### config.mk
export PLATFORM = sky130hd
export DESIGN_NAME = phy_test_mode_and_snr_margin_regs
export DESIGN_NICKNAME = d
export VERILOG_FILES = /design/src/hdl/phy_mgmt_pkg.sv /design/src/hdl/phy_test_mode_and_snr_margin_regs.sv
export SDC_FILE = /design/constraint.sdc
export NUM_CORES = 1
export LEC_CHECK = 0
export ABC_AREA = 1
export BUFFER_PORTS_ARGS = -buffer_cell sky130_fd_sc_hd__buf_4
export CORE_AREA = 5 5 132 134
export DETAILED_ROUTE_END_ITERATION = 10
export DIE_AREA = 0 0 137 139
export SYNTH_ARGS = -nofsm -noshare
export SYNTH_HDL_FRONTEND = slang
export SYNTH_SLANG_ARGS = --single-unit
### constraint.sdc
create_clock -name clk_i -period 2.98 [get_ports clk_i]
set_input_delay 0.894 -clock clk_i [delete_from_list [all_inputs] [get_ports clk_i]]
set_output_delay 0.894 -clock clk_i [all_outputs]
set_load 0.05 [all_outputs]
### src/hdl/phy_mgmt_pkg.sv
/*
  Constants for the PHY test-mode and margin register block: management
  frame layout, register indexes, field positions and reset values.
  Assumes one 25 MHz clock and a clause-45 style management frame.
*/
package phy_mgmt_pkg;
  // Frame layout, counted in management clock bits
  localparam logic [5:0]  PREAMBLE_BITS   = 6'h20;   // Ones before start
  localparam logic [5:0]  HDR_BITS        = 6'h0E;   // Start, op, port, device
  localparam logic [5:0]  DATA_BITS       = 6'h10;   // Address or data word
  localparam logic [1:0]  FRAME_START     = 2'h0;    // Clause-45 start code
  localparam logic [1:0]  OP_ADDRESS      = 2'h0;
  localparam logic [1:0]  OP_WRITE        = 2'h1;
  localparam logic [1:0]  OP_READ_INC     = 2'h2;
  localparam logic [1:0]  OP_READ         = 2'h3;
  localparam logic [4:0]  DEVAD_PMA       = 5'h01;   // Physical-medium space
  // Register indexes in device space 1
  localparam logic [15:0] REG_TEST_MODE   = 16'h0084;
  localparam logic [15:0] REG_MARGIN_A    = 16'h0085;
  localparam logic [15:0] REG_MARGIN_B    = 16'h0086;
  localparam logic [15:0] REG_MARGIN_C    = 16'h0087;
  // Test-mode field positions
  localparam int          TM_HI_MSB       = 15;
  localparam int          TM_HI_LSB       = 13;
  localparam int          TONE_MSB        = 12;
  localparam int          TONE_LSB        = 10;
  localparam int          LP_MSB          = 9;
  localparam int          LP_LSB          = 8;
  localparam logic [15:0] TEST_MODE_RESET = 16'h0000;
  localparam logic [3:0]  TEST_MODE_LP_A  = 4'h8;    // Low-power mode, code 01
  localparam logic [3:0]  TEST_MODE_LP_B  = 4'h9;    // Low-power mode, code 10
  // Margin encoding: offset binary, 0.1 dB per step
  localparam logic [15:0] MARGIN_ZERO     = 16'h8000;
  localparam logic [15:0] MARGIN_SPAN     = 16'h007F; // 12.7 dB in 0.1 dB steps
  localparam logic [15:0] MARGIN_MAX      = MARGIN_ZERO + MARGIN_SPAN;
  localparam logic [15:0] MARGIN_MIN      = MARGIN_ZERO - MARGIN_SPAN;
  localparam int          NUM_CHAN        = 3;

  // Management frame receiver states
  typedef enum logic [1:0] {
    ST_IDLE = 2'b00,
    ST_HDR  = 2'b01,
    ST_TA   = 2'b10,
    ST_DATA = 2'b11
  } mgmt_state_t;
endpackage : phy_mgmt_pkg

### src/hdl/phy_test_mode_and_snr_margin_regs.sv
/*
  Test-mode control and per-channel margin registers of a twisted-pair PHY,
  reached over the serial management pins.
  Assumes mdc_i and mdio_i come from off-chip and are sampled here; the
  margin inputs come from on-chip logic on clk_i.
*/
`timescale 1ns/100ps
// What this block does
// - Registers at 0x84 upward, device space 1
// - Hi and low-power fields pick modes 1-9
// - Tone field picks dual tones 1-5
// - Each channel margin continuously updated, read-only
// - Margin offset-binary, 0x8000 is 0 dB, reset
// - Margin steps 0.1 dB, clamped to plus or minus 12.7 dB
module phy_test_mode_and_snr_margin_regs
  import phy_mgmt_pkg::*;
#(
  parameter logic [4:0] PHY_ADDR = 5'h00            // Port address strap
) (
  input  wire logic        clk_i,
  input  wire logic        rst_b_i,
  input  wire logic        mdc_i,                   // Management clock pin
  input  wire logic        mdio_i,                  // Management data in
  output logic             mdio_o,                  // Management data out
  output logic             mdio_oe_o,               // High while driving
  input  wire logic [15:0] margin_chan_a_i,         // Measured margin A
  input  wire logic [15:0] margin_chan_b_i,         // Measured margin B
  input  wire logic [15:0] margin_chan_c_i,         // Measured margin C
  output logic [15:0]      transmit_test_mode_o,    // Whole control word
  output logic [3:0]       test_mode_o,             // 0 normal, else 1..9
  output logic [2:0]       transmit_dual_tone_o     // 0 reserved, else 1..5
);

  // Pin synchronisers; first stages feed only the second
  logic        mdc_s1_ff, mdc_s2_ff, mdc_s3_ff;
  logic        mdio_s1_ff, mdio_s2_ff;
  logic        mdc_rise;                            // One-cycle event
  // Frame receiver state
  mgmt_state_t st_ff, nxt_st;
  logic [5:0]  cnt_ff, nxt_cnt;                     // Bit counter
  logic [15:0] shf_ff, nxt_shf;                     // Shift register
  logic [1:0]  op_ff, nxt_op;                       // Frame opcode
  logic [15:0] addr_ff, nxt_addr;                   // Register index
  logic        out_ff, nxt_out;                     // Pin data
  logic        oe_ff, nxt_oe;                       // Pin enable
  logic [15:0] test_ff, nxt_test;                   // Test-mode register
  logic        wr_stb;                              // Data-frame write
  logic [15:0] wr_data;
  logic [13:0] hdr;
  logic [15:0] rd_data;
  // Decoded outputs
  logic [3:0]  mode_ff, nxt_mode;
  logic [2:0]  tone_ff, nxt_tone;
  // Margin storage, one word per channel
  logic [15:0] margin_in [NUM_CHAN];
  logic [15:0] margin_ff [NUM_CHAN];
  if (PHY_ADDR > 5'h1F) begin : g_bad_addr
    $error("PHY_ADDR out of range");
  end
  // Two flops per pin; a third on mdc only for edge detection
  always_ff @(posedge clk_i or negedge rst_b_i) begin
    if (!rst_b_i) begin
      mdc_s1_ff  <= 1'b0;
      mdc_s2_ff  <= 1'b0;
      mdc_s3_ff  <= 1'b0;
      mdio_s1_ff <= 1'b1;
      mdio_s2_ff <= 1'b1;
    end else begin
      mdc_s1_ff  <= mdc_i;
      mdc_s2_ff  <= mdc_s1_ff;
      mdc_s3_ff  <= mdc_s2_ff;
      mdio_s1_ff <= mdio_i;
      mdio_s2_ff <= mdio_s1_ff;
    end
  end
  // Data and clock share the same delay, so they stay aligned
  assign mdc_rise = mdc_s2_ff & ~mdc_s3_ff;
  assign hdr      = {shf_ff[12:0], mdio_s2_ff};
  assign wr_data  = {shf_ff[14:0], mdio_s2_ff};
  // Read mux; unmapped indexes in this space read zero
  always_comb begin
    case (addr_ff)
      REG_TEST_MODE: rd_data = test_ff;
      REG_MARGIN_A:  rd_data = margin_ff[0];
      REG_MARGIN_B:  rd_data = margin_ff[1];
      REG_MARGIN_C:  rd_data = margin_ff[2];
      default:       rd_data = 16'h0000;
    endcase
  end
  // Frame receiver next state; acts only on a sampled mdc rise
  always_comb begin
    nxt_st   = st_ff;
    nxt_cnt  = cnt_ff;
    nxt_shf  = shf_ff;
    nxt_op   = op_ff;
    nxt_addr = addr_ff;
    nxt_out  = out_ff;
    nxt_oe   = oe_ff;
    wr_stb   = 1'b0;
    if (mdc_rise) begin
      case (st_ff)
        ST_IDLE: begin
          nxt_oe = 1'b0;
          if (mdio_s2_ff) begin
            // Saturate so long preambles still count
            if (cnt_ff != PREAMBLE_BITS) begin
              nxt_cnt = cnt_ff + 6'h01;
            end
          end else if (cnt_ff == PREAMBLE_BITS) begin
            nxt_st  = ST_HDR;
            nxt_cnt = 6'h01;
            nxt_shf = 16'h0000;
          end else begin
            nxt_cnt = 6'h00;
          end
        end
        ST_HDR: begin
          nxt_shf = wr_data;
          nxt_cnt = cnt_ff + 6'h01;
          if (cnt_ff == HDR_BITS - 6'h01) begin
            nxt_cnt = 6'h00;
            nxt_op  = hdr[11:10];
            // answer only our port in device space 1
            if (hdr[13:12] == FRAME_START && hdr[9:5] == PHY_ADDR && hdr[4:0] == DEVAD_PMA) begin
              nxt_st = ST_TA;
            end else begin
              nxt_st = ST_IDLE;
            end
          end
        end
        ST_TA: begin
          nxt_cnt = cnt_ff + 6'h01;
          if (cnt_ff == 6'h00) begin
            // Second turnaround bit: drive zero on reads
            if (op_ff[1]) begin
              nxt_oe  = 1'b1;
              nxt_out = 1'b0;
              // reads only copy, nothing is cleared
              nxt_shf = rd_data;
            end
          end else begin
            nxt_st  = ST_DATA;
            nxt_cnt = 6'h00;
            nxt_out = shf_ff[15];
          end
        end
        ST_DATA: begin
          nxt_cnt = cnt_ff + 6'h01;
          if (op_ff[1]) begin
            nxt_shf = {shf_ff[14:0], 1'b0};
            nxt_out = shf_ff[14];
          end else begin
            nxt_shf = wr_data;
          end
          if (cnt_ff == DATA_BITS - 6'h01) begin
            nxt_st  = ST_IDLE;
            nxt_cnt = 6'h00;
            nxt_oe  = 1'b0;
            case (op_ff)
              OP_ADDRESS:  nxt_addr = wr_data;
              OP_WRITE:    wr_stb = 1'b1;
              OP_READ_INC: nxt_addr = addr_ff + 16'h0001;
              default:     nxt_addr = addr_ff;
            endcase
          end
        end
        default: nxt_st = ST_IDLE;
      endcase
    end
  end
  // Test-mode register and its decoded fields
  always_comb begin
    nxt_test = test_ff;
    // only the test-mode index accepts writes
    if (wr_stb && addr_ff == REG_TEST_MODE) begin
      // low byte stored as the host writes it
      nxt_test = wr_data;
    end
    // hi field modes 1-7, low-power field 8-9
    nxt_mode = 4'h0;
    if (test_ff[TM_HI_MSB:TM_HI_LSB] != 3'h0) begin
      if (test_ff[LP_MSB:LP_LSB] == 2'h0) begin
        nxt_mode = {1'b0, test_ff[TM_HI_MSB:TM_HI_LSB]};
      end
    end else begin
      case (test_ff[LP_MSB:LP_LSB])
        2'h1:    nxt_mode = TEST_MODE_LP_A;
        2'h2:    nxt_mode = TEST_MODE_LP_B;
        default: nxt_mode = 4'h0;
      endcase
    end
    // tone code to tone number, reserved gives zero
    case (test_ff[TONE_MSB:TONE_LSB])
      3'h1:    nxt_tone = 3'h1;
      3'h2:    nxt_tone = 3'h2;
      3'h4:    nxt_tone = 3'h3;
      3'h5:    nxt_tone = 3'h4;
      3'h6:    nxt_tone = 3'h5;
      default: nxt_tone = 3'h0;
    endcase
  end
  // Register all management state
  always_ff @(posedge clk_i or negedge rst_b_i) begin
    if (!rst_b_i) begin
      st_ff   <= ST_IDLE;
      cnt_ff  <= 6'h00;
      shf_ff  <= 16'h0000;
      op_ff   <= OP_ADDRESS;
      addr_ff <= 16'h0000;
      out_ff  <= 1'b0;
      oe_ff   <= 1'b0;
      test_ff <= TEST_MODE_RESET;
      mode_ff <= 4'h0;
      tone_ff <= 3'h0;
    end else begin
      st_ff   <= nxt_st;
      cnt_ff  <= nxt_cnt;
      shf_ff  <= nxt_shf;
      op_ff   <= nxt_op;
      addr_ff <= nxt_addr;
      out_ff  <= nxt_out;
      oe_ff   <= nxt_oe;
      test_ff <= nxt_test;
      mode_ff <= nxt_mode;
      tone_ff <= nxt_tone;
    end
  end
  assign mdio_o               = out_ff;
  assign mdio_oe_o            = oe_ff;
  assign transmit_test_mode_o = test_ff;
  assign test_mode_o          = mode_ff;
  assign transmit_dual_tone_o = tone_ff;
  assign margin_in[0] = margin_chan_a_i;
  assign margin_in[1] = margin_chan_b_i;
  assign margin_in[2] = margin_chan_c_i;
  // Margin capture per channel; clamping keeps odd codes off the bus
  for (genvar ch = 0; ch < NUM_CHAN; ch++) begin : g_margin
    logic [15:0] nxt_margin;
    always_comb begin
      if (margin_in[ch] > MARGIN_MAX) begin
        nxt_margin = MARGIN_MAX;
      end else if (margin_in[ch] < MARGIN_MIN) begin
        nxt_margin = MARGIN_MIN;
      end else begin
        nxt_margin = margin_in[ch];
      end
    end
    // refreshed every clock; zero dB at reset
    always_ff @(posedge clk_i or negedge rst_b_i) begin
      if (!rst_b_i) begin
        margin_ff[ch] <= MARGIN_ZERO;
      end else begin
        margin_ff[ch] <= nxt_margin;
      end
    end
  end
endmodule : phy_test_mode_and_snr_margin_regs

## After elaboration in Yosys (flattened, before gate mapping)

Cells that the tools add are included.
W data, S select, Z words.

| storage, ports and cells | value |
|---|---|
| input bits | 52 |
| bits in registers | 120 |
| word-level logic and storage cells | 123 |
| output and inout port bits | 25 |

| operators by class | value |
|---|---|
| add/subtract/negate cells | 2 |
| magnitude comparators | 6 |
| reduce and logical (&&, ||, !) cells | 20 |
| equal/unequal tests | 31 |
| bitwise gates (word level) | 2 |
| muxes and demuxes | 44 |

Operators by type and width:

| operator | number |
|---|---|
| $mux W16 | 10 |
| $pmux W16 S4 | 2 |
| $eq A16 B8 Y1 const B | 4 |
| $gt A16 B16 Y1 const B | 3 |
| $lt A16 B15 Y1 const B | 3 |
| $pmux W16 S2 | 1 |
| $mux W6 | 5 |
| $pmux W6 S4 | 1 |
| $add A16 B1 Y16 const B | 1 |
| $ne A2 B2 Y1 const B | 8 |
| $pmux W3 S5 | 1 |
| $eq A6 B4 Y1 const B | 2 |
| $mux W1 | 12 |
| $mux W2 | 6 |
| $reduce_and A5 Y1 | 2 |
| $eq A3 B3 Y1 const B | 3 |
| $eq A2 B2 Y1 const B | 4 |
| $logic_not A2 Y1 | 4 |
| $pmux W2 S4 | 1 |
| $pmux W4 S2 | 1 |
| $reduce_and A4 Y1 | 2 |
| $add A6 B1 Y6 const B | 1 |
| $eq A2 B1 Y1 const B | 3 |
| $eq A6 B6 Y1 const B | 1 |
| other kinds (19) | 24 |

## Longest topological paths before layout

| logic depth | value |
|---|---|
| word-level depth | 6 |
| depth in mapped cells | 14 |
| gate-level depth less buffers | 12 |

## Worst setup path after synthesis

No wires, ideal clock.

| timing | value |
|---|---|
| path type | input to register |
| start | input margin_chan_b_i[1] |
| end | register margin_ff[17] (netlist name) |
| setup slack | 1.265 ns |
| setup time | 0.142 ns |
| buffers on the path | 0 |
| stages | 6 |
| required time | 2.838 ns |
| arrival time | 1.574 ns |
| cells stage by stage | inv_1 > nand4_1 > nor3_1 > inv_1 > a21oi_1 > a21oi_1 |

| between the ends | value |
|---|---|
| longest elaborated chain between the ends | 3 |
| elaborated cells between the ends (all ways) | 4 |
| those cells by class | 2 x order compare; 2 x mux |

Ends and longest elaborated chain:

| what | RTL line | RTL |
|---|---|---|
| start, declared | phy_test_mode_and_snr_margin_regs.sv:27 | `input wire logic [15:0] margin_chan_b_i,` |
| $lt A16 B15 Y1 | phy_test_mode_and_snr_margin_regs.sv:242 | `end else if (margin_in[ch] < MARGIN_MIN) begin` |
| $mux W16 | phy_test_mode_and_snr_margin_regs.sv:242 |  |
| $mux W16 (*) | phy_test_mode_and_snr_margin_regs.sv:240 | `if (margin_in[ch] > MARGIN_MAX) begin` |
| via g_margin[1].nxt_margin[1] | phy_test_mode_and_snr_margin_regs.sv:238 | `logic [15:0] nxt_margin;` |
| end signal, assigned by index | phy_test_mode_and_snr_margin_regs.sv:253 | `margin_ff[ch] <= nxt_margin;` |
| end, declared | phy_test_mode_and_snr_margin_regs.sv:56 | `logic [15:0] margin_ff [NUM_CHAN];` |

Mark *: on every way through the listed nets, which the timed path passes. The rest lies on a longest branch.
A chain may end at the register's enable or synchronous reset.

## Worst setup path in the final report

| timing | value |
|---|---|
| start | register cnt_ff[0] |
| end | register shf_ff[15] |

| between the ends | value |
|---|---|
| longest elaborated chain between the ends | 3 |
| elaborated cells between the ends (all ways) | 5 |
| those cells by class | 3 x eq/ne; 2 x reduce/logical |

Ends and longest elaborated chain:

| what | RTL line | RTL |
|---|---|---|
| start, declared | phy_test_mode_and_snr_margin_regs.sv:40 | `logic [5:0] cnt_ff, nxt_cnt;` |
| start signal, assigned | phy_test_mode_and_snr_margin_regs.sv:217 | `cnt_ff <= nxt_cnt;` |
| $eq A6 B6 Y1 or $logic_not A6 Y1 (tied branches) | phy_test_mode_and_snr_margin_regs.sv:109, phy_test_mode_and_snr_margin_regs.sv:133 |  |
| $ne A2 B2 Y1 (no line) | - |  |
| $reduce_and A5 Y1 (no line) (*) | - |  |
| end signal, assigned | phy_test_mode_and_snr_margin_regs.sv:218 | `shf_ff <= nxt_shf;` |
| end, declared | phy_test_mode_and_snr_margin_regs.sv:41 | `logic [15:0] shf_ff, nxt_shf;` |

Every way passes the cells marked *; elsewhere a longest branch is shown, timed or not.

==> results.toml <==
[clock_tree]
clockBufferDepth = 2
cts_resized = 0
htreeDepth = 4
cts_buffers = 17
cts_tree = "built"
clk_latency_ns = 0.42
path_clk_slew_ns = 0.06
root_buffer = "clkbuf_16"
hold_buffers = 0
post_cts_buffers = 0
cts.sinks = 120

[layout]
fill_cells = 1661
stdcell_count = 1122
postLayoutCellArea_mm2 = 0.00766
fin_nets = 955
regArea_mm2 = 0.00301
drive_gt1_frac = 0.157
area_growth_pct = 20.6
diodes = 0
multiInputGateArea_mm2 = 0.00265

[worst_setup_path]
path_max_fanout = 17
cp-end-kind = "flip-flop"
reg2reg_depth = 10
worstPathArrival_ns = 2.63
worst_ep_required_time_ns = 3.34
crit_path_start_kind = "flip-flop"
crit_type = "reg -> reg"

[placed_design]
numPortBuffers = 76
gp_congestion = 0.860
post_dp_cell_area_mm2 = 0.00709
dp.cells = 1090
pre_cts_ws_ns = 0.721
place_hpwl_um = 11300

[sta]
max_clock_freq_ghz = 0.441
max_slew_margin = 0.609
setup_viol_count_final = 0
min_period_ns = 2.27
skew_ns = 0.00832
setup_tns_ns = 0
hold_violations = 0
rsz0062_at_grt = "no"
post-route-period-util = 0.761
worst_pin_slew_ns = 0.586
slew_violations = 0
fin_ws_ns = 0.712

[route]
wl_um = 15800
drc = 0
avgViaCountPerCell = 4.84
avgRoutedWirePerCell_um = 14.1
vias = 5431
drtIter0Drc = 264
first_pass_iters = 5
postRouteAntennaNets = 0

[logic_synthesis]
synth_seq_cells = 120
ys_warn_count = 0
syn_avg_cell_area_um2 = 7.80
synth.distinct_cells = 39
async_flop_share = 1.00
ys.flop_type = "dfrtp_1"
synth.yosys.seq_area_share = 0.474
synth_edf_count = 0
syn_inst = 814
synth_nets = 880
synthesis.area_mm2 = 0.00635

[floorplan]
ioPinCount = 77
die_h_um = 139
core_mm2 = 0.0162
fp-row-count = 47
die_w_um = 137
dieArea_mm2 = 0.0190
start_util = 0.393

[grt]
grt_pass1_wl_um = 26500
first_global_vias = 5210
grt-ovfl-total = 0
antenna_found_initial = 0
grt_use_total = 0.177
grt_start_max_net_pins = 48

[job]
drv_cap = 0

[min_path]
min_path_type = "reg -> reg"
holdPathStages = 0

[run_status]
status = "completed"

[pwr]
power_leakage_nw = 3.90
powerDensity_mw_per_mm2 = 504
ir_drop_mv = 0.410
==> sequential cells by signal, summed over array words and instances, names as in the netlist, 2 cells and up, named ones only <==
register and flops:
addr_ff 16, cnt_ff 6, margin_ff 48, op_ff 2, shf_ff 16, test_mode_o 4, transmit_dual_tone_o 3, transmit_test_mode_o 16
==> layer usage <==
layer	vias to the layer above	wire length (µm)	global-route usage
li1	2745	-	-
met5	-	0	0
met1	2529	7590	0.253
met2	138	7060	0.261
met4	0	248	0.0562
met3	19	937	0.0461
==> worst paths after layout <==
| path | slack [ns] | endpoint | start |
|---|---|---|---|
| setup / recovery | 0.71 | shf_ff[15] | cnt_ff[0] |
| hold / removal | 0.35 | mdc_s2_ff | mdc_s1_ff |
| max in group asynchronous | 1.79 | transmit_dual_tone_o[1] | rst_b_i |
| hold reg to reg | 0.35 | mdc_s2_ff | mdc_s1_ff |
| min in group asynchronous | 0.45 | cnt_ff[4] | rst_b_i |
| setup reg to reg | 0.71 | shf_ff[15] | cnt_ff[0] |
==> Yosys cell counts, drive strengths merged, types with 2 or more instances <==
library cell / n / share of area
nor4: 10 / 0.0099
inv: 136 / 0.080
ha: 14 / 0.028
nor2: 51 / 0.042
a22oi: 2 / 0.0024
nand3: 85 / 0.067
nor3: 7 / 0.0073
nand2: 228 / 0.14
dfstp: 5 / 0.021
nand4: 19 / 0.021
xor2: 5 / 0.0069
nand3b: 2 / 0.0024
o21ai: 49 / 0.039
o211ai: 2 / 0.0024
dfrtp: 115 / 0.45
a21oi: 39 / 0.031
a31oi: 2 / 0.0020
a2bb2oi: 2 / 0.0028
o31a: 2 / 0.0028
buf: 19 / 0.023
clkbuf: 9 / 0.0053
o22ai: 4 / 0.0039
==> worst max-delay path, stage by stage (launching register included) <==
cell and delay [ns]:
dfrtp_1 0.42, inv_1 0.12, ha_1 0.17, nand3_1 0.14, nor2_2 0.22, inv_1 0.06
nand2_1 0.09, o2111ai_4 0.31, nor2_4 0.46, nand2_1 0.13, nand2_1 0.09
==> metrics by stage <==
step	hold slack, ns	total power, mW	util
2_1_floorplan	0.331	1.81	-
3_3_place_gp	0.336	1.93	0.438
3_5_place_dp	0.335	1.94	0.438
4_1_cts	0.347	3.90	0.474
5_1_grt	0.366	4.02	0.474
6_report	0.347	3.86	0.474
==> cell type report <==
type                            count  area share
Sequential cell                   120       0.393
Multi-Input combinational cell    529       0.346
Timing Repair Buffer               84      0.0840
Inverter                          137      0.0672
Clock buffer                       22      0.0619
Tap cell                          220      0.0359
Clock inverter                     10      0.0123
==> layout by cell type (no fill, tap or decap), types with 2 or more instances in the layout <==
master and instances:
nor4_1 10, a22oi_1 2, nand2_2 2, clkbuf_8 3, dfstp_2 5, a2bb2oi_1 2, a21oi_1 39, o31a_1 2
clkinvlp_4 3, dfrtp_1 115, ha_1 14, clkbuf_1 2, buf_4 83, inv_1 133, nor2_4 8, nand2_1 225
nand4_1 18, nor3_1 6, nor2_1 37, inv_2 3, xor2_1 5, o21ai_0 31, clkinv_2 3, nand3_1 85
nand3b_1 2, inv_6 2, o211ai_1 2, nor2_2 6, a31oi_1 2, o22ai_1 4, o21ai_1 18, clkbuf_16 17
==> cells by family (layout without fill, tap and decap cells) <==
logic type               count (synthesis)  count (layout)  synth area share
AO/OA/AOI/OAI                          107             107            0.0946
XOR/XNOR                                 5               5           0.00690
adder cells (fa/ha/maj)                 14              14            0.0276
buffers and inverters                  165             253             0.109
flip-flops                             120             120             0.474
multiplexers                             1               1           0.00158
AND/OR/NAND/NOR                        402             402             0.286
==> report_power, final <==
group | switching, mW | leakage (nW) | total, mW | internal [mW]
Combinational | 0.115 | 2.08 | 0.196 | 0.0810
Clock | 0.743 | 0.273 | 1.96 | 1.21
Sequential | 0.0257 | 1.55 | 1.71 | 1.68
Total | 0.884 | 3.90 | 3.86 | 2.98
(Power assumes the default switching activity.)
